## src/hw/clst_pkg.sv

```systemverilog
// Constants and carrier types for the closed-loop supply tracker.
// Assumes a 100 MHz system clock and an APB register bus.
package clst_pkg;
   localparam int unsigned CLK_MHZ = 100;
   localparam int unsigned NCH = 4;
   // Register byte offsets
   localparam logic [7:0] OFF_CTRL = 8'h4D;
   localparam logic [7:0] OFF_TMO = 8'h4E;
   localparam logic [7:0] OFF_RETRY = 8'h4F;
   localparam logic [7:0] OFF_REV = 8'h54;
   localparam logic [7:0] OFF_THR = 8'h64;
   localparam logic [7:0] OFF_TRK = 8'h70;
   localparam logic [7:0] OFF_STAT = 8'h74;
   // Field positions
   localparam int unsigned F_SWPD = 0;
   localparam int unsigned F_PUTMO = 0;
   localparam int unsigned F_PDTMO = 2;
   localparam int unsigned F_PULL = 4;
   localparam int unsigned F_LATCH = 3;
   localparam int unsigned F_SLEW = 4;
   localparam int unsigned F_REV = 4;
   localparam int unsigned F_GPIO6 = 4;
   // Reset values
   localparam logic [7:0] RST_REG = 8'h00;
   // Fault timeouts in ms, and cycles derived from the clock rate
   localparam int unsigned TMO_MS_0 = 25;
   localparam int unsigned TMO_CYC_0 = TMO_MS_0 * 1000 * CLK_MHZ;
   localparam logic [1:0] FAULT_ID_SPREAD = 2'h1;
   localparam logic [1:0] FAULT_ID_TMO = 2'h2;
   localparam logic [1:0] FAULT_ID_PD = 2'h3;

   typedef enum logic [4:0] {
      ST_OFF = 5'h01,
      ST_WAIT = 5'h02,
      ST_TRACK = 5'h04,
      ST_DOWN = 5'h08,
      ST_FAULT = 5'h10
   } clst_state_t;

   // Comparator outcomes per channel, plus one shared spread flag
   typedef struct packed {
      logic [NCH-1:0] mon_ok;
      logic [NCH-1:0] lag;
      logic [NCH-1:0] good;
      logic [NCH-1:0] fast_fall;
      logic spread;
   } clst_cmp_t;

   typedef struct packed {
      clst_state_t st;
      logic [7:0] ctrl;
      logic [7:0] tmo;
      logic [7:0] retry;
      logic [7:0] rev;
      logic [7:0] thr;
      logic [7:0] trk;
      logic [31:0] cnt;
      logic [NCH-1:0] en;
      logic [NCH-1:0] full;
      logic [NCH-1:0] pull;
      logic ramp_run;
      logic ramp_dn;
      logic fault;
      logic [1:0] fault_id;
      logic log_stb;
      logic [31:0] prdata;
   } clst_state_s_t;
endpackage : clst_pkg

```

## src/hw/clst_tracker.sv

```systemverilog
// Closed-loop supply tracker: sequences four tracked channels with ramp control.
// Assumes comparator results and slot events arrive synchronous to clk.
// Operation
// - Tracking allowed except first and final slots
// - Channel groups monitor, enable, sense by index
// - Monitor valid at slot start before tracking
// - Track immediately; fault on timeout expiry
// - Pause ramp while any channel lags
// - Timeout from two-bit field; pauses ignored
// - Spread fault drops enables, logs fault
// - Fault pin asserts when so configured
// - Channel follows ramp until supply good
// - Supply good gives full gate drive
// - Two-bit slew rate field selects ramp
// - Power-down on enable low or bit
// - Reverse bit selects falling tracked ramp
// - Fast fall aborts, all enables off
// - Reverse clear drops all enables together
// - Pulldown only where its bit set
// - Pulldowns applied only in discharge
// - Pulldowns usable on untracked channels
// - Two-bit per-channel supply-good thresholds
// - Timeout codes 25, 50, 100, 200 ms
// - Recovery bit selects autoretry or latch
`timescale 1ns/10ps
`default_nettype none
module clst_tracker #(
   parameter int unsigned TMO_BASE_CYC = clst_pkg::TMO_CYC_0
) (
   // Clock and reset
   input wire logic clk,
   input wire logic sys_rst,
   // APB slave
   input wire logic psel,
   input wire logic penable,
   input wire logic pwrite,
   input wire logic [7:0] paddr,
   input wire logic [31:0] pwdata,
   output logic [31:0] prdata,
   output logic pready,
   output logic pslverr,
   // Sequencer context
   input wire logic slot_start,
   input wire logic [3:0] slot_num,
   input wire logic en_pin,
   // Comparator outcomes
   input wire clst_pkg::clst_cmp_t cmp,
   // Analog control
   output logic [clst_pkg::NCH-1:0] chan_enable,
   output logic [clst_pkg::NCH-1:0] chan_full_drive,
   output logic [clst_pkg::NCH-1:0] sense_pulldown,
   output logic ramp_run,
   output logic ramp_down,
   output logic [1:0] ramp_slew,
   output logic [1:0] supply_good_thr [clst_pkg::NCH],
   output logic tracking_fault_output,
   output logic fault_log_stb,
   output logic [1:0] fault_log_id,
   output logic retry_request
);
   import clst_pkg::*;

   clst_state_s_t s_q, s_d;
   logic wr, rd_hit;
   logic [NCH-1:0] trk_en;

   // Timeout code to cycles; base doubles per code
   function automatic logic [31:0] tmo_cyc(input logic [1:0] code);
      tmo_cyc = 32'(TMO_BASE_CYC) << code;
   endfunction : tmo_cyc

   assign wr = psel && penable && pwrite;
   assign trk_en = s_q.trk[NCH-1:0];

   // Bus answers in the access phase with no wait
   assign pready = 1'b1;
   assign pslverr = psel && penable && !rd_hit;
   assign prdata = s_q.prdata;

   always_comb begin
      unique case (paddr)
         OFF_CTRL, OFF_TMO, OFF_RETRY, OFF_REV, OFF_THR, OFF_TRK, OFF_STAT: rd_hit = 1'b1;
         default: rd_hit = 1'b0;
      endcase
   end

   // Next-state logic for all control state
   always_comb begin
      s_d = s_q;
      s_d.log_stb = 1'b0;
      if (wr) begin
         unique case (paddr)
            OFF_CTRL: s_d.ctrl = pwdata[7:0];
            OFF_TMO: s_d.tmo = pwdata[7:0];
            OFF_RETRY: s_d.retry = pwdata[7:0];
            OFF_REV: s_d.rev = pwdata[7:0];
            OFF_THR: s_d.thr = pwdata[7:0];
            OFF_TRK: s_d.trk = pwdata[7:0];
            default: ;
         endcase
      end
      // Read data from flops, captured in setup
      if (psel && !penable) begin
         unique case (paddr)
            OFF_CTRL: s_d.prdata = {24'h000000, s_q.ctrl};
            OFF_TMO: s_d.prdata = {24'h000000, s_q.tmo};
            OFF_RETRY: s_d.prdata = {24'h000000, s_q.retry};
            OFF_REV: s_d.prdata = {24'h000000, s_q.rev};
            OFF_THR: s_d.prdata = {24'h000000, s_q.thr};
            OFF_TRK: s_d.prdata = {24'h000000, s_q.trk};
            OFF_STAT: s_d.prdata = {16'h0000, s_q.st, s_q.fault, s_q.fault_id,
                                    s_q.full, s_q.en};
            default: s_d.prdata = 32'h00000000;
         endcase
      end
      s_d.cnt = s_q.cnt + 32'h00000001;
      unique case (s_q.st)
         ST_OFF: begin
            s_d.pull = '0;
            s_d.cnt = '0;
            // Slot 0 and final slot never track
            if (slot_start && slot_num != 4'h0 && slot_num < 4'hC && trk_en != '0
                && en_pin && !s_q.ctrl[F_SWPD]) begin
               s_d.st = ST_WAIT;
            end
         end
         ST_WAIT: begin
            // Monitor inputs must be valid first
            if ((cmp.mon_ok & trk_en) == trk_en) begin
               s_d.st = ST_TRACK;
               s_d.en = trk_en;
               s_d.ramp_run = 1'b1;
            end else if (s_q.cnt >= tmo_cyc(s_q.tmo[F_PUTMO +: 2])) begin
               s_d.st = ST_FAULT;
               s_d.fault_id = FAULT_ID_TMO;
            end
         end
         ST_TRACK: begin
            s_d.ramp_run = ((cmp.lag & trk_en) == '0);
            s_d.full = s_q.full | (cmp.good & trk_en);
            if (cmp.spread) begin
               s_d.st = ST_FAULT;
               s_d.fault_id = FAULT_ID_SPREAD;
            end else if (!en_pin || s_q.ctrl[F_SWPD]) begin
               s_d.ramp_run = 1'b0;
               s_d.full = '0;
               s_d.cnt = '0;
               if (s_q.rev[F_REV]) begin
                  s_d.st = ST_DOWN;
                  s_d.ramp_dn = 1'b1;
                  s_d.ramp_run = 1'b1;
               end else begin
                  s_d.st = ST_OFF;
                  s_d.en = '0;
                  s_d.pull = s_q.tmo[F_PULL +: NCH];
               end
            end else if (s_d.full == trk_en) begin
               s_d.ramp_run = 1'b0;
               s_d.cnt = s_q.cnt;
            end else if (s_q.cnt >= tmo_cyc(s_q.tmo[F_PUTMO +: 2])) begin
               s_d.st = ST_FAULT;
               s_d.fault_id = FAULT_ID_TMO;
            end
         end
         ST_DOWN: begin
            s_d.ramp_run = ((cmp.lag & trk_en) == '0);
            if ((cmp.fast_fall & trk_en) != '0 || (cmp.mon_ok & trk_en) != trk_en
                || cmp.spread) begin
               s_d.st = ST_FAULT;
               s_d.fault_id = FAULT_ID_PD;
            end else if ((cmp.good & trk_en) == '0 && s_q.cnt > 32'h00000001) begin
               s_d.st = ST_OFF;
               s_d.en = '0;
               s_d.ramp_run = 1'b0;
               s_d.ramp_dn = 1'b0;
               s_d.pull = s_q.tmo[F_PULL +: NCH];
            end else if (s_q.cnt >= tmo_cyc(s_q.tmo[F_PDTMO +: 2])) begin
               s_d.st = ST_FAULT;
               s_d.fault_id = FAULT_ID_TMO;
            end
         end
         ST_FAULT: begin
            // Latched until recovery; autoretry hands back to the slot sequencer
            s_d.cnt = '0;
            if (!s_q.retry[F_LATCH] && !en_pin) begin
               s_d.st = ST_OFF;
               s_d.fault = 1'b0;
               s_d.pull = '0;
            end
         end
         default: s_d.st = ST_OFF;
      endcase
      // Common fault entry: all enables low and one log strobe
      if (s_d.st == ST_FAULT && s_q.st != ST_FAULT) begin
         s_d.en = '0;
         s_d.full = '0;
         s_d.ramp_run = 1'b0;
         s_d.ramp_dn = 1'b0;
         s_d.fault = 1'b1;
         s_d.log_stb = 1'b1;
         s_d.pull = s_q.tmo[F_PULL +: NCH];
      end
      // Untracked channels still get shutdown discharge
      if (s_q.st == ST_OFF && (!en_pin || s_q.ctrl[F_SWPD])) begin
         s_d.pull = s_q.tmo[F_PULL +: NCH] & ~trk_en;
      end
   end

   // State register
   always_ff @(posedge clk) begin
      if (sys_rst) begin
         s_q <= '{st: ST_OFF, prdata: 32'h00000000, cnt: 32'h00000000, fault_id: 2'h0,
                  default: '0};
      end else begin
         s_q <= s_d;
      end
   end

   // Per-channel threshold fields out to the comparators
   for (genvar i = 0; i < NCH; i++) begin : g_thr
      assign supply_good_thr[i] = s_q.thr[2*i +: 2];
   end

   assign chan_enable = s_q.en;
   assign chan_full_drive = s_q.full;
   assign sense_pulldown = s_q.pull;
   assign ramp_run = s_q.ramp_run;
   assign ramp_down = s_q.ramp_dn;
   assign ramp_slew = s_q.retry[F_SLEW +: 2];
   assign tracking_fault_output = s_q.fault && s_q.trk[F_GPIO6];
   assign fault_log_stb = s_q.log_stb;
   assign fault_log_id = s_q.fault_id;
   assign retry_request = s_q.fault && !s_q.retry[F_LATCH];
endmodule : clst_tracker
`default_nettype wire

```

## config.mk

```make
export PLATFORM = sky130hd
export DESIGN_NAME = clst_tracker
export DESIGN_NICKNAME = d
export VERILOG_FILES = /design/src/hw/clst_pkg.sv /design/src/hw/clst_tracker.sv
export SDC_FILE = /design/constraint.sdc
export NUM_CORES = 1
export LEC_CHECK = 0
export BUFFER_PORTS_ARGS = -buffer_cell sky130_fd_sc_hd__buf_2
export CORE_ASPECT_RATIO = 0.6
export CORE_MARGIN = 1
export CORE_UTILIZATION = 45
export CTS_BUF_LIST = sky130_fd_sc_hd__clkbuf_16
export DETAILED_ROUTE_END_ITERATION = 12
export PLACE_DENSITY = 0.66
export SLEW_MARGIN = 15
export SYNTH_ARGS = -nofsm -noshare
export SYNTH_HDL_FRONTEND = slang
export SYNTH_SLANG_ARGS = --single-unit
```

## constraint.sdc

```tcl
create_clock -name clk -period 5.33 [get_ports clk]
set_clock_uncertainty 0.15 [all_clocks]
set_input_delay 0.7995 -clock clk [delete_from_list [all_inputs] [get_ports clk]]
set_output_delay 0.7995 -clock clk [all_outputs]
set_load 0.005 [all_outputs]
```

# Yosys cells after proc, flatten, opt, wreduce, memory -nomap -nowiden
# Cells that the tools add are included.
# Widths: inputs -> output; s select.
[op_classes]
shift = 2
addsub = 1
n_mux = 50
multipliers = 0
reduce_logical = 48
bitwise = 7
n_eq_ne = 36
order_cmp = 4
n_div = 0
[ops]
columns = ["cell", "count"]
rows = [
  ["$pmux 16 s7", 1],
  ["$ge 32x32->1", 2],
  ["$mux 32", 2],
  ["$pmux 32 s2", 1],
  ["$shl 22x2->32 const A", 2],
  ["$eq 8x7->1 const B", 7],
  ["$mux 5", 10],
  ["$mux 46", 1],
  ["$add 32x1->32 const B", 1],
  ["$gt 32x1->1 const B", 1],
  ["$mux 4", 8],
  ["$ne 4x4->1 const B", 7],
  ["$pmux 5 s5", 1],
  ["$and 4x4->4", 5],
  ["$mux 2", 9],
  ["$ne 2x2->1 const B", 8],
  ["$pmux 4 s4", 1],
  ["$reduce_and 2->1", 8],
  ["$logic_and 1x1->1", 15],
  ["$reduce_and 7->1", 2],
  ["$mux 12", 1],
  ["$mux 6", 2],
  ["$ne 3x3->1 const B", 4],
  ["$pmux 4 s3", 1],
  ["other kinds (26)", 48],
]
[word_totals]
ram_bits = 0
word_cells = 165
out_inout_bits = 63
ff_bits = 135
mem_count = 0
latchBits = 0
mem_bits_ro = 0

# Longest topological paths before layout
# Gate-level depths: netlist of the first run.
[depth]
depth_word = 12
ltp_mapped = 13
ltp_nobuf = 11

# Worst setup path before layout of the first run
# No wires, ideal clock.
[synth_timing]
path_kind = "input port to output port"
startpoint = "input paddr[0]"
endpoint = "output pslverr"
stages = 6
setup_slack_ns = 2.336
n_path_buf = 3
arrival_time_ns = 2.044
required_ns = 4.381
path_cell_list = "buf_2 -> nor4b_1 -> and4b_1 -> buf_2 -> clkbuf_1 -> nor4_1"
[synth_between]
elab_chain_len = 5
[synth_lines]
columns = ["element", "line", "rtl"]
rows = [
  ["start: declaration", "clst_tracker.sv:37", "input wire logic [7:0] paddr,"],
  ["$eq 8x7->1", "clst_tracker.sv:81", "unique case (paddr)"],
  ["$reduce_or 7->1 *", "clst_tracker.sv:81", ""],
  ["$mux 1 *", "clst_tracker.sv:81", ""],
  ["$logic_not 1->1 *", "clst_tracker.sv:77", "assign pslverr = psel && penable && !rd_hit;"],
  ["$logic_and 1x1->1 *", "clst_tracker.sv:77", ""],
  ["end: declaration", "clst_tracker.sv:41", "output logic pslverr,"],
]
# Every way passes the cells marked *; elsewhere a longest branch is shown, timed or not.

# Worst setup path in the final report of the first run
[layout_timing]
startpoint = "register s_q[115] (netlist bit)"
endpoint = "register s_q[35] (netlist bit)"
[layout_between]
elab_chain_len = 11
[layout_lines]
columns = ["element", "line", "rtl"]
rows = [
  ["start: declaration", "clst_tracker.sv:63", "clst_state_s_t s_q, s_d;"],
  ["start signal: assignment", "clst_tracker.sv:212", "s_q <= '{st: ST_OFF, prdata: 32'h00000000, cnt: 32'h00000000, fault_id: 2'h0,"],
  ["$shl 22x2->32 *", "clst_tracker.sv:69", "tmo_cyc = 32'(TMO_BASE_CYC) << code;"],
  ["$ge 32x32->1 *", "clst_tracker.sv:133, clst_tracker.sv:160", ""],
  ["$mux 5 *", "clst_tracker.sv:133, clst_tracker.sv:160", ""],
  ["$mux 5", "clst_tracker.sv:157", "end else if (s_d.full == trk_en) begin"],
  ["$mux 5", "clst_tracker.sv:144", "end else if (!en_pin || s_q.ctrl[F_SWPD]) begin"],
  ["$mux 5", "clst_tracker.sv:141", "if (cmp.spread) begin"],
  ["$pmux 5 s5 *", "clst_tracker.sv:117", "unique case (s_q.st)"],
  ["$eq 5x5->1 *", "clst_tracker.sv:194", "if (s_d.st == ST_FAULT && s_q.st != ST_FAULT) begin"],
  ["$logic_and 1x1->1 *", "clst_tracker.sv:194", ""],
  ["$reduce_bool 2->1 (no line)", "-", ""],
  ["$reduce_and 2->1 (no line)", "-", ""],
]
# Marks and branches as above.
# A chain may end at the register's enable or synchronous reset.

==> impl_metrics.ini, run 1 <==
[setup_path]
critical_path_class = reg2reg
r2r_setup_slack_ns = 1.74
worst_setup_path_start_kind = register
timing.rr.start = s_q[115]$_SDFFE_PP0P_
worstSetupStartpoint = s_q[115]$_SDFFE_PP0P_
critical_path.endpoint_type = register
worst-endpoint-required_ns = 5.45
worstPathMaxFanout = 7
cp.arrival_ns = 3.71

[power]
fraction_of_power_spent_switching_nets = 0.2467
total_switching_power_w = 0.0005304
p_int_w = 0.001619
fraction_of_power_consumed_by_combinational_cells = 0.039
seq_power_share = 0.416
leakage_nw = 3.268
ir_drop_mv = 0.2446
power_per_cell_area_nw_per_um2 = 262.2
clkPwrFrac = 0.545

[clocking]
cts-root-to-sink-buffers = 2
clk_pin_slew_ns = 0.06
post_cts_setup_repair_bufs = 0
insertion_delay_ns = 0.42
clk_root_buffer_cell = clkbuf_16
cts_buffer_count = 17
cts-resized-gates = 0
cts-htree-levels = 4
clock_sinks = 119
ctsHoldBuffers = 0
clock_tree_from_tritoncts = yes

[layout]
area.growth.synth_to_final_pct = 10.73
seq_area_um2 = 2382
final_core_utilization = 0.5216
area_of_the_multi_input_gates_um2 = 4353
num-fill-cells = 1494
drive_above_1_share = 0.1799
number_of_antenna_cells_inserted = 0
finish.instance_area_um2 = 8200
layout.cells.non_filler = 1137
layout.nets = 1040

[global_routing]
overflow = 0
grt_first_pass_wirelength_um = 32090
antenna_found_initial = 1
first_global_vias = 5916
grt_max_degree = 77
grt_usage = 0.2454

[die]
initial_utilization = 0.4711
fp.dieW_um = 167.6
dieArea_um2 = 16990
die_h_um = 101.4
top_level_ports = 131
design.core.area_um2 = 15720
rows = 35

[routing]
vias_per_cell = 5.825
wirelength_um = 20450
vias = 6623
drtIter0Drc = 622
first_pass_iters = 7
mean_routed_wirelength_per_cell_um = 17.99
drt_drc_violations_left = 0
ant_nets = 0

[synthesis]
synth_async_sr_flop_share = 0
synth_warnings = 0
synth.yosys.seq_area_share = 0.3217
synth_area_leader_cell = dfxtp_1
fraction_of_post_synthesis_cell_area_in_the_top_cell_type_by_area = 0.3217
synth.distinct_cells = 85
dominantRegCellSynth = dfxtp_1
post_synthesis_instance_area_um2 = 7406
yosys_register_bits = 119
synth_area_leaders = dfxtp_1, ha_1, buf_4, nor2_1, mux2i_1
synth_enable_flop_cells = 0
gate_count_after_technology_mapping = 886
syn-mean-instance-area_um2 = 8.359

[sta]
finalCriticalPeriod_ns = 3.591
unrepaired_setup_endpoints_after_global_routing = false
tns_setup_ns = 0
max_slew_violations = 0
fmax_mhz = 278.5
hold_violation_total_from_the_final_report = 0
setup_viol_count_final = 0
tightest_slew_ns = 0.9089
post-route-worst-setup-slack_ns = 1.739
timing.slew.headroom = 0.3941
min_period_over_period = 0.6737

[hold_path]
worstHoldPathType = reg2reg
holdCritStartpoint = prdata[9]$_SDFFE_PP0P_

[place]
place_congestion = 0.9372
placement.cell_area_um2 = 7604
buffer_ports.inserted = 89
dp_hpwl_um = 15090
preCtsSetupSlack_ns = 1.827
dp_cells = 1105

[flow_run]
max_cap_viol_count = 0

[run_status]
run_status = finished clean
logic make-up after synthesis:
logic type | count (synthesis) | synth area share
and+or+nand+nor | 353 | 0.2477
AOI/OAI and AO/OA | 174 | 0.1654
buffers and inverters | 125 | 0.09816
DFF | 119 | 0.3217
adders and majority gates | 52 | 0.08751
muxes | 34 | 0.04663
xor gates and xnor gates | 27 | 0.03193
other | 2 | 0.001014
stage by stage:
step	hold slack, ns	total power, W
after floorplan	0.2823	0.0009687
after CTS	0.3029	0.002160
after global placement	0.2874	0.0009964
after global routing	0.3325	0.002216
after detailed placement	0.2962	0.0009963
final	0.3024	0.002150
synthesized netlist by cell type, types with 20 or more instances:
cell type	number
ha_1	51
inv_1	27
dfxtp_1	119
mux2i_1	30
a21oi_1	56
buf_4	60
nand2_1	78
a22oi_1	21
nor3_1	20
nor2_1	95
nand3_1	53
o21ai_0	29
power groups by stage:
stage	sequential, W	clock [W]	combinational [W]
after floorplan	0.000914	0	0.0000549
after global placement	0.000914	0	0.0000821
after detailed placement	0.000914	0	0.0000821
after CTS	0.000895	0.00118	0.0000820
after global routing	0.000894	0.00123	0.0000910
final	0.000895	0.00117	0.0000831
registers in the layout (all words and copies together) (netlist names), 2 cells and up:
register         count
prdata              16
s_q                 76
chan_enable          4
chan_full_drive      4
supply_good_thr      8
ramp_slew            2
sense_pulldown       4
fault_log_id         2
worst paths after layout:
path / endpoint / cells after the start
setup / recovery: s_q[35]$_SDFFE_PP0P_ / 11
hold / removal: prdata[9]$_SDFFE_PP0P_ / 2
setup reg to reg: s_q[35]$_SDFFE_PP0P_ / 11
hold reg to reg: prdata[9]$_SDFFE_PP0P_ / 2
worst max-delay path, cell delays in order (launching register included):
cell and delay [ns]:
dfxtp_1 0.49, inv_1 0.23, ha_1 0.49, inv_1 0.13, ha_1 0.32, a211oi_1 0.21
nor2_1 0.07, or3_1 0.40, a211o_2 0.38, nand2_4 0.13, and3b_1 0.33, o32ai_1 0.11
placed cells by master (no fill, tap or decap), types with 20 or more instances in the layout:
master   Yosys  final
inv_1       27     27
o21ai_0     29     29
dfxtp_1    119    119
nor2_1      95     95
a21oi_1     56     56
ha_1        51     51
nand3_1     53     53
nor3_1      20     20
nand2_1     78     78
a22oi_1     21     21
mux2i_1     30     30
buf_2       14     89
final cells by class:
class / instances / area share
timing repair buffer: 97 / 0.06164
clock inverter: 15 / 0.02090
tap: 203 / 0.03097
sequential: 119 / 0.2905
clock buffer: 17 / 0.05188
inverter: 29 / 0.01327
multi-input combinational: 657 / 0.5308
per-layer routing:
layer	share of wire	global-route usage	vias up	wire length, um
li1	-	-	3179	-
met4	0.016	0.08257	0	318
met2	0.38	0.3231	307	7681
met3	0.089	0.06213	29	1816
met1	0.52	0.3768	3108	10630
met5	0	0	-	0
No activity file was read; power rests on OpenSTA's default activity.
==> inputs of run 2 (changes only) <==
--- a/config.mk
+++ b/config.mk
@@ -5,13 +5,14 @@
 export SDC_FILE = /design/constraint.sdc
 export NUM_CORES = 1
 export LEC_CHECK = 0
+export ABC_AREA = 1
 export BUFFER_PORTS_ARGS = -buffer_cell sky130_fd_sc_hd__buf_2
 export CORE_ASPECT_RATIO = 0.6
 export CORE_MARGIN = 1
 export CORE_UTILIZATION = 45
 export CTS_BUF_LIST = sky130_fd_sc_hd__clkbuf_16
 export DETAILED_ROUTE_END_ITERATION = 12
-export PLACE_DENSITY = 0.66
+export PLACE_DENSITY = 0.69
 export SLEW_MARGIN = 15
 export SYNTH_ARGS = -nofsm -noshare
 export SYNTH_HDL_FRONTEND = slang
==> constraint.sdc (replaced) <==
create_clock -name clk -period 3.1 [get_ports clk]
set_clock_uncertainty 0.15 [all_clocks]
set_input_delay 0.465 -clock clk [delete_from_list [all_inputs] [get_ports clk]]
set_output_delay 0.465 -clock clk [all_outputs]
set_load 0.005 [all_outputs]
==> run 2 against run 1 <==
  * Area after synthesis up 7.8%
  * Count of clock-buffer cells in the layout did not move
  * Global-route usage up 3.5 points
  * Total power up 70%
  * Synthesized cell count increased by 35%
  * Largest cell class unchanged
==> impl_metrics.ini, run 2 <==
[run_status]
run_status = finished clean

[die]
fp.dieW_um = 173.9
rows = 37
top_level_ports = 131
initial_utilization = 0.4635
die_h_um = 105.2
dieArea_um2 = 18290
design.core.area_um2 = 17220

[setup_path]
worst-endpoint-required_ns = 3.25
critical_path_class = reg2reg
cp.arrival_ns = 3.07
reg2reg_depth = 18
critical_path.endpoint_type = register
worstPathMaxFanout = 6
worst_setup_path_start_kind = register

[synthesis]
syn-mean-instance-area_um2 = 6.657
synth_enable_flop_cells = 0
dominantRegCellSynth = dfxtp_1
fraction_of_post_synthesis_cell_area_in_the_top_cell_type_by_area = 0.2985
yosys_register_bits = 119
synth_area_leaders = dfxtp_1, nand2_1, a21oi_1, ha_1, inv_1
most_used_standard_cell_by_instance_count_after_synthesis = nand2_1
synth_area_leader_cell = dfxtp_1
synth_warnings = 0
synth_async_sr_flop_share = 0
yosys-top-cells-count = nand2_1, inv_1, a21oi_1
post_synthesis_instance_area_um2 = 7981
synth.distinct_cells = 49
gate_count_after_technology_mapping = 1199
synth.yosys.seq_area_share = 0.2985

[flow_run]
max_cap_viol_count = 0

[layout]
regMostFlops = s_q
num-fill-cells = 1732
area.growth.synth_to_final_pct = 14.14
layout.nets = 1382
seq_area_um2 = 2389
largest_register_ff_count = 76
area_of_the_multi_input_gates_um2 = 4558
layout.cells.most_common_list = nand2_1, inv_1, a21oi_1
layout.cells.most_common = nand2_1
number_of_antenna_cells_inserted = 0
drive_above_1_share = 0.1544
layout.cells.non_filler = 1510

[routing]
first_pass_iters = 6
mean_routed_wirelength_per_cell_um = 16.80
drt_drc_violations_left = 0
drtIter0Drc = 995
vias_per_cell = 5.459
wirelength_um = 25380
ant_nets = 0
vias = 8243

[sta]
finalCriticalPeriod_ns = 2.918
hold_violation_total_from_the_final_report = 0
tightest_slew_ns = 0.8591
tns_setup_ns = 0
max_slew_violations = 0
finalHoldWorstSlack_ns = 0.2545
fmax_mhz = 342.8
min_period_over_period = 0.9411
setup_viol_count_final = 0
timing.slew.headroom = 0.4272

[global_routing]
first_global_vias = 7154
antenna_found_initial = 0
grt_usage = 0.2804
grt_first_pass_wirelength_um = 39600
overflow = 0
grt_max_degree = 34

[place]
place_congestion = 0.9372
buffer_ports.inserted = 89
dp_hpwl_um = 19460
dp_cells = 1477

[clocking]
clk_pin_slew_ns = 0.06
cts_buffer_count = 17
cts-htree-levels = 4
insertion_delay_ns = 0.42
ctsHoldBuffers = 0
cts-root-to-sink-buffers = 2
clock_tree_from_tritoncts = yes
clk_root_buffer_cell = clkbuf_16
clock_sinks = 119

[hold_path]
worstHoldPathType = in2reg
hold_depth = 3

[power]
leakage_nw = 3.885
ir_drop_mv = 0.3599
power_per_cell_area_nw_per_um2 = 402.0
[run 2: cell types whose count changed after synthesis, moves of 12 or more]
cell / previous run / this run
nand2_1: 78 / 258
inv_1: 27 / 151
a21oi_1: 56 / 139
o21ai_0: 29 / 75
mux2i_1: 30 / 0
a22oi_1: 21 / 0
xnor2_1: 18 / 1
o22ai_1: 1 / 17
nor3_1: 20 / 35
a211oi_1: 4 / 17
nor2b_1: 12 / 0
[run 2: per-stage QoR]
| step | cell area [um2] | utilization | setup WS [ns] | power, W |
|---|---|---|---|---|
| after detailed placement | 8444 | 0.4903 | 0.09395 | 0.001718 |
| final | 9110 | 0.5290 | 0.1825 | 0.003662 |
| after floorplan | 8038 | - | 0.3853 | 0.001664 |
| after global placement | 8444 | 0.4903 | 0.1783 | 0.001715 |
| after CTS | 9024 | 0.5240 | 0.01772 | 0.003668 |
| after global routing | 9110 | 0.5290 | -0.03676 | 0.003768 |
[run 2: path summary, 6_finish.rpt]
check	from	endpoint	slack, ns
max	s_q[114]$_SDFFE_PP0P_	sense_pulldown[0]$_SDFFE_PP0P_	0.18
min reg2reg	s_q[124]$_SDFFE_PP0P_	s_q[124]$_SDFFE_PP0P_	0.30
max reg2reg	s_q[114]$_SDFFE_PP0P_	sense_pulldown[0]$_SDFFE_PP0P_	0.18
min	pwdata[0]	supply_good_thr[6]$_SDFFE_PP0P_	0.25
[run 2: logic make-up (layout without fill, tap and decap cells)]
family,count (synthesis),count (layout),synth area share
xor+xnor,14,14,0.01536
compound gates,269,269,0.1873
other cells,2,17,0.0009409
buf+inv,247,309,0.1466
fa+ha+maj,51,51,0.07995
flops,119,119,0.2985
simple gates,497,497,0.2714
[run 2: what timing repair did]
| action | in CTS | in global routing |
|---|---|---|
| resized for setup | 0 | 27 |
| endpoints found under the setup margin | 0 | 16 |
| setup buffers | 0 | 1 |
[run 2: report_power, final]
part	internal [W]	switching, W	leakage, nW
combinational	0.0000478	0.000104	2.65
sequential	0.00153	0.00000291	0.961
clock	0.00119	0.000787	0.272
[run 2: cell type report]
type                       instances  share of cell area
multi-input combinational        848              0.5003
sequential                       119              0.2622
clock inverter                    15             0.01689
clock buffer                      17             0.04670
tap                              234             0.03214
inverter                         154             0.06345
timing repair buffer             123             0.07829
[run 2: worst max-delay path, stage by stage, from the launching register on]
cell     delay (ns)
dfxtp_2        0.36
inv_2          0.09
ha_1           0.32
inv_2          0.06
ha_1           0.31
a21oi_1        0.21
o21a_1         0.18
nor2_2         0.06
nor2_4         0.12
nand2_2        0.10
nand2_1        0.09
nand2_1        0.05
nand2_1        0.07
nand3_2        0.09
nand2_2        0.10
buf_4          0.17
a21oi_2        0.06
nor2_1         0.15
nor2_1         0.07
[run 2: metal layers]
layer,vias up,wire (um),global-route usage
li1,4031,-,-
met1,3695,12330,0.4475
met2,495,8959,0.3351
met3,22,3896,0.1070
met4,0,192,0.05514
met5,-,0,0
==> inputs of run 3 (changes only) <==
--- a/config.mk
+++ b/config.mk
@@ -5,7 +5,6 @@
 export SDC_FILE = /design/constraint.sdc
 export NUM_CORES = 1
 export LEC_CHECK = 0
-export ABC_AREA = 1
 export BUFFER_PORTS_ARGS = -buffer_cell sky130_fd_sc_hd__buf_2
 export CORE_ASPECT_RATIO = 0.6
 export CORE_MARGIN = 1
==> run 3 against run 2 <==
  * Total power is 1.5% lower
  * Cell area is 8.3% lower
  * Clock power is 3% lower
  * Worst setup slack worse by 0.11 ns
  * Global-route usage is 3.1 points lower
  * Count of clock-buffer cells in the layout stayed put
  * Sequential share of layout area is 2.3 points higher
  * Critical path depth is 8 lower
  * Highest routed layer unchanged
==> impl_metrics.ini, run 3 (synthesized netlist as in run 1, its figures left out) <==
[place]
place_congestion = 0.9799
buffer_ports.inserted = 89
dp_hpwl_um = 15430
dp_cells = 1126
preCtsSetupSlack_ns = 0.06120
placement.cell_area_um2 = 7761

[layout]
layout.cells.most_common = dfxtp_1
regMostFlops = s_q
drive_above_1_share = 0.2042
number_of_antenna_cells_inserted = 0
area_of_the_multi_input_gates_um2 = 4379
layout.cells.non_filler = 1158
seq_area_um2 = 2382
num-fill-cells = 1476
layout.nets = 1061
area.growth.synth_to_final_pct = 12.82
finish.instance_area_um2 = 8356
layout.cells.most_common_list = dfxtp_1, nor2_1, buf_2
largest_register_ff_count = 76

[setup_path]
critical_path_class = reg2reg
cp_max_delay_cell = a211o_2
worst_setup_path_start_kind = register
worstPathMaxFanout = 7
crit_path_frequent_cell = ha_1
cp.arrival_ns = 3.17
worst-endpoint-required_ns = 3.24
worst_path_largest_cell_delay_ns = 0.43
r2r_setup_slack_ns = 0.07
worst_path_cell_trace = inv_1 > ha_1 > ha_1 > a21o_1 > a221oi_2 > nand4_1 > a211o_2 > nand2_4 > and3b_2 > o32ai_1
critical_path.endpoint_type = register

[sta]
finalCriticalPeriod_ns = 3.028
post-route-worst-setup-slack_ns = 0.07226
min_period_over_period = 0.9767
tns_setup_ns = 0
timing.slew.headroom = 0.5262
max_slew_violations = 0
setup_viol_count_final = 0
unrepaired_setup_endpoints_after_global_routing = false
fmax_mhz = 330.3
hold_violation_total_from_the_final_report = 0
tightest_slew_ns = 0.7092

[routing]
wirelength_um = 20690
vias_per_cell = 5.779
mean_routed_wirelength_per_cell_um = 17.86
ant_nets = 0
drt_drc_violations_left = 0
first_pass_iters = 6
drtIter0Drc = 710
vias = 6692

[clocking]
clock_tree_from_tritoncts = yes
clk_root_buffer_cell = clkbuf_16
insertion_delay_ns = 0.43
cts_buffer_count = 17
ctsHoldBuffers = 0
clk_pin_slew_ns = 0.06
cts-root-to-sink-buffers = 2
cts-htree-levels = 4
post_cts_setup_repair_bufs = 0
clock_sinks = 119

[flow_run]
max_cap_viol_count = 0

[run_status]
run_status = finished clean

[global_routing]
grt.met1_usage = 0.3792
grt-busiest-layer = met1
first_global_vias = 6083
grtUsageMet2 = 0.3369
grt_usage = 0.2490
grt_max_degree = 40
overflow = 0
groute.layer.met3.usage = 0.06721
grt_first_pass_wirelength_um = 32620
antenna_found_initial = 0

[die]
fp.dieW_um = 167.6
design.core.area_um2 = 15720
rows = 35
initial_utilization = 0.4711
dieArea_um2 = 16990
die_h_um = 101.4
top_level_ports = 131

[power]
ir_drop_mv = 0.3600
leakage_nw = 3.360
power_per_cell_area_nw_per_um2 = 431.9

[hold_path]
worstHoldPathType = in2reg
==> run 3: report_power, final <==
group,switching [W],internal (W)
Clock,0.000807,0.00112
Combinational,0.0000986,0.0000473
Sequential,0.00000270,0.00154
Total,0.000908,0.00270
==> run 3: path summary, 6_finish.rpt <==
kind	start	to	cells after the start
setup reg to reg	s_q[117]$_SDFFE_PP0P_	s_q[35]$_SDFFE_PP0P_	10
hold reg to reg	prdata[9]$_SDFFE_PP0P_	prdata[9]$_SDFFE_PP0P_	2
setup / recovery	s_q[117]$_SDFFE_PP0P_	s_q[35]$_SDFFE_PP0P_	10
hold / removal	pwdata[6]	s_q[104]$_SDFFE_PP0P_	3
==> run 3: layer usage <==
metal | vias to the layer above | part of all wire
li1 | 3216 | -
met1 | 3135 | 0.50
met2 | 307 | 0.39
met3 | 34 | 0.093
met4 | 0 | 0.014
met5 | - | 0
==> run 3: cell type report <==
| class | instances | share of cell area |
|---|---|---|
| Clock buffer | 17 | 0.05091 |
| Clock inverter | 15 | 0.01707 |
| Inverter | 29 | 0.01303 |
| Multi-Input combinational cell | 657 | 0.5241 |
| Sequential cell | 119 | 0.2851 |
| Tap cell | 203 | 0.03040 |
| Timing Repair Buffer | 118 | 0.07937 |
==> run 3: through the flow <==
stage          hold WS (ns)    util  power, W
4_1_cts              0.1934  0.5302  0.003613
3_3_place_gp         0.2885  0.4937  0.001714
3_5_place_dp         0.2919  0.4937  0.001714
5_1_grt              0.2045  0.5315  0.003710
6_report             0.1933  0.5315  0.003609
2_1_floorplan        0.2823       -  0.001666
==> run 3: critical path, delay by kind of cell, from the launching register on <==
family	cells	cell delay, ns
compound gates	4	1.07
fa+ha+maj	2	0.61
flops	1	0.30
buf+inv	1	0.19
simple gates	3	0.57
==> run 3: what timing repair did <==
item,in CTS,in global routing
gates cloned,0,0
pin swaps,0,2
setup endpoints to repair,3,12
resized for setup,1,5
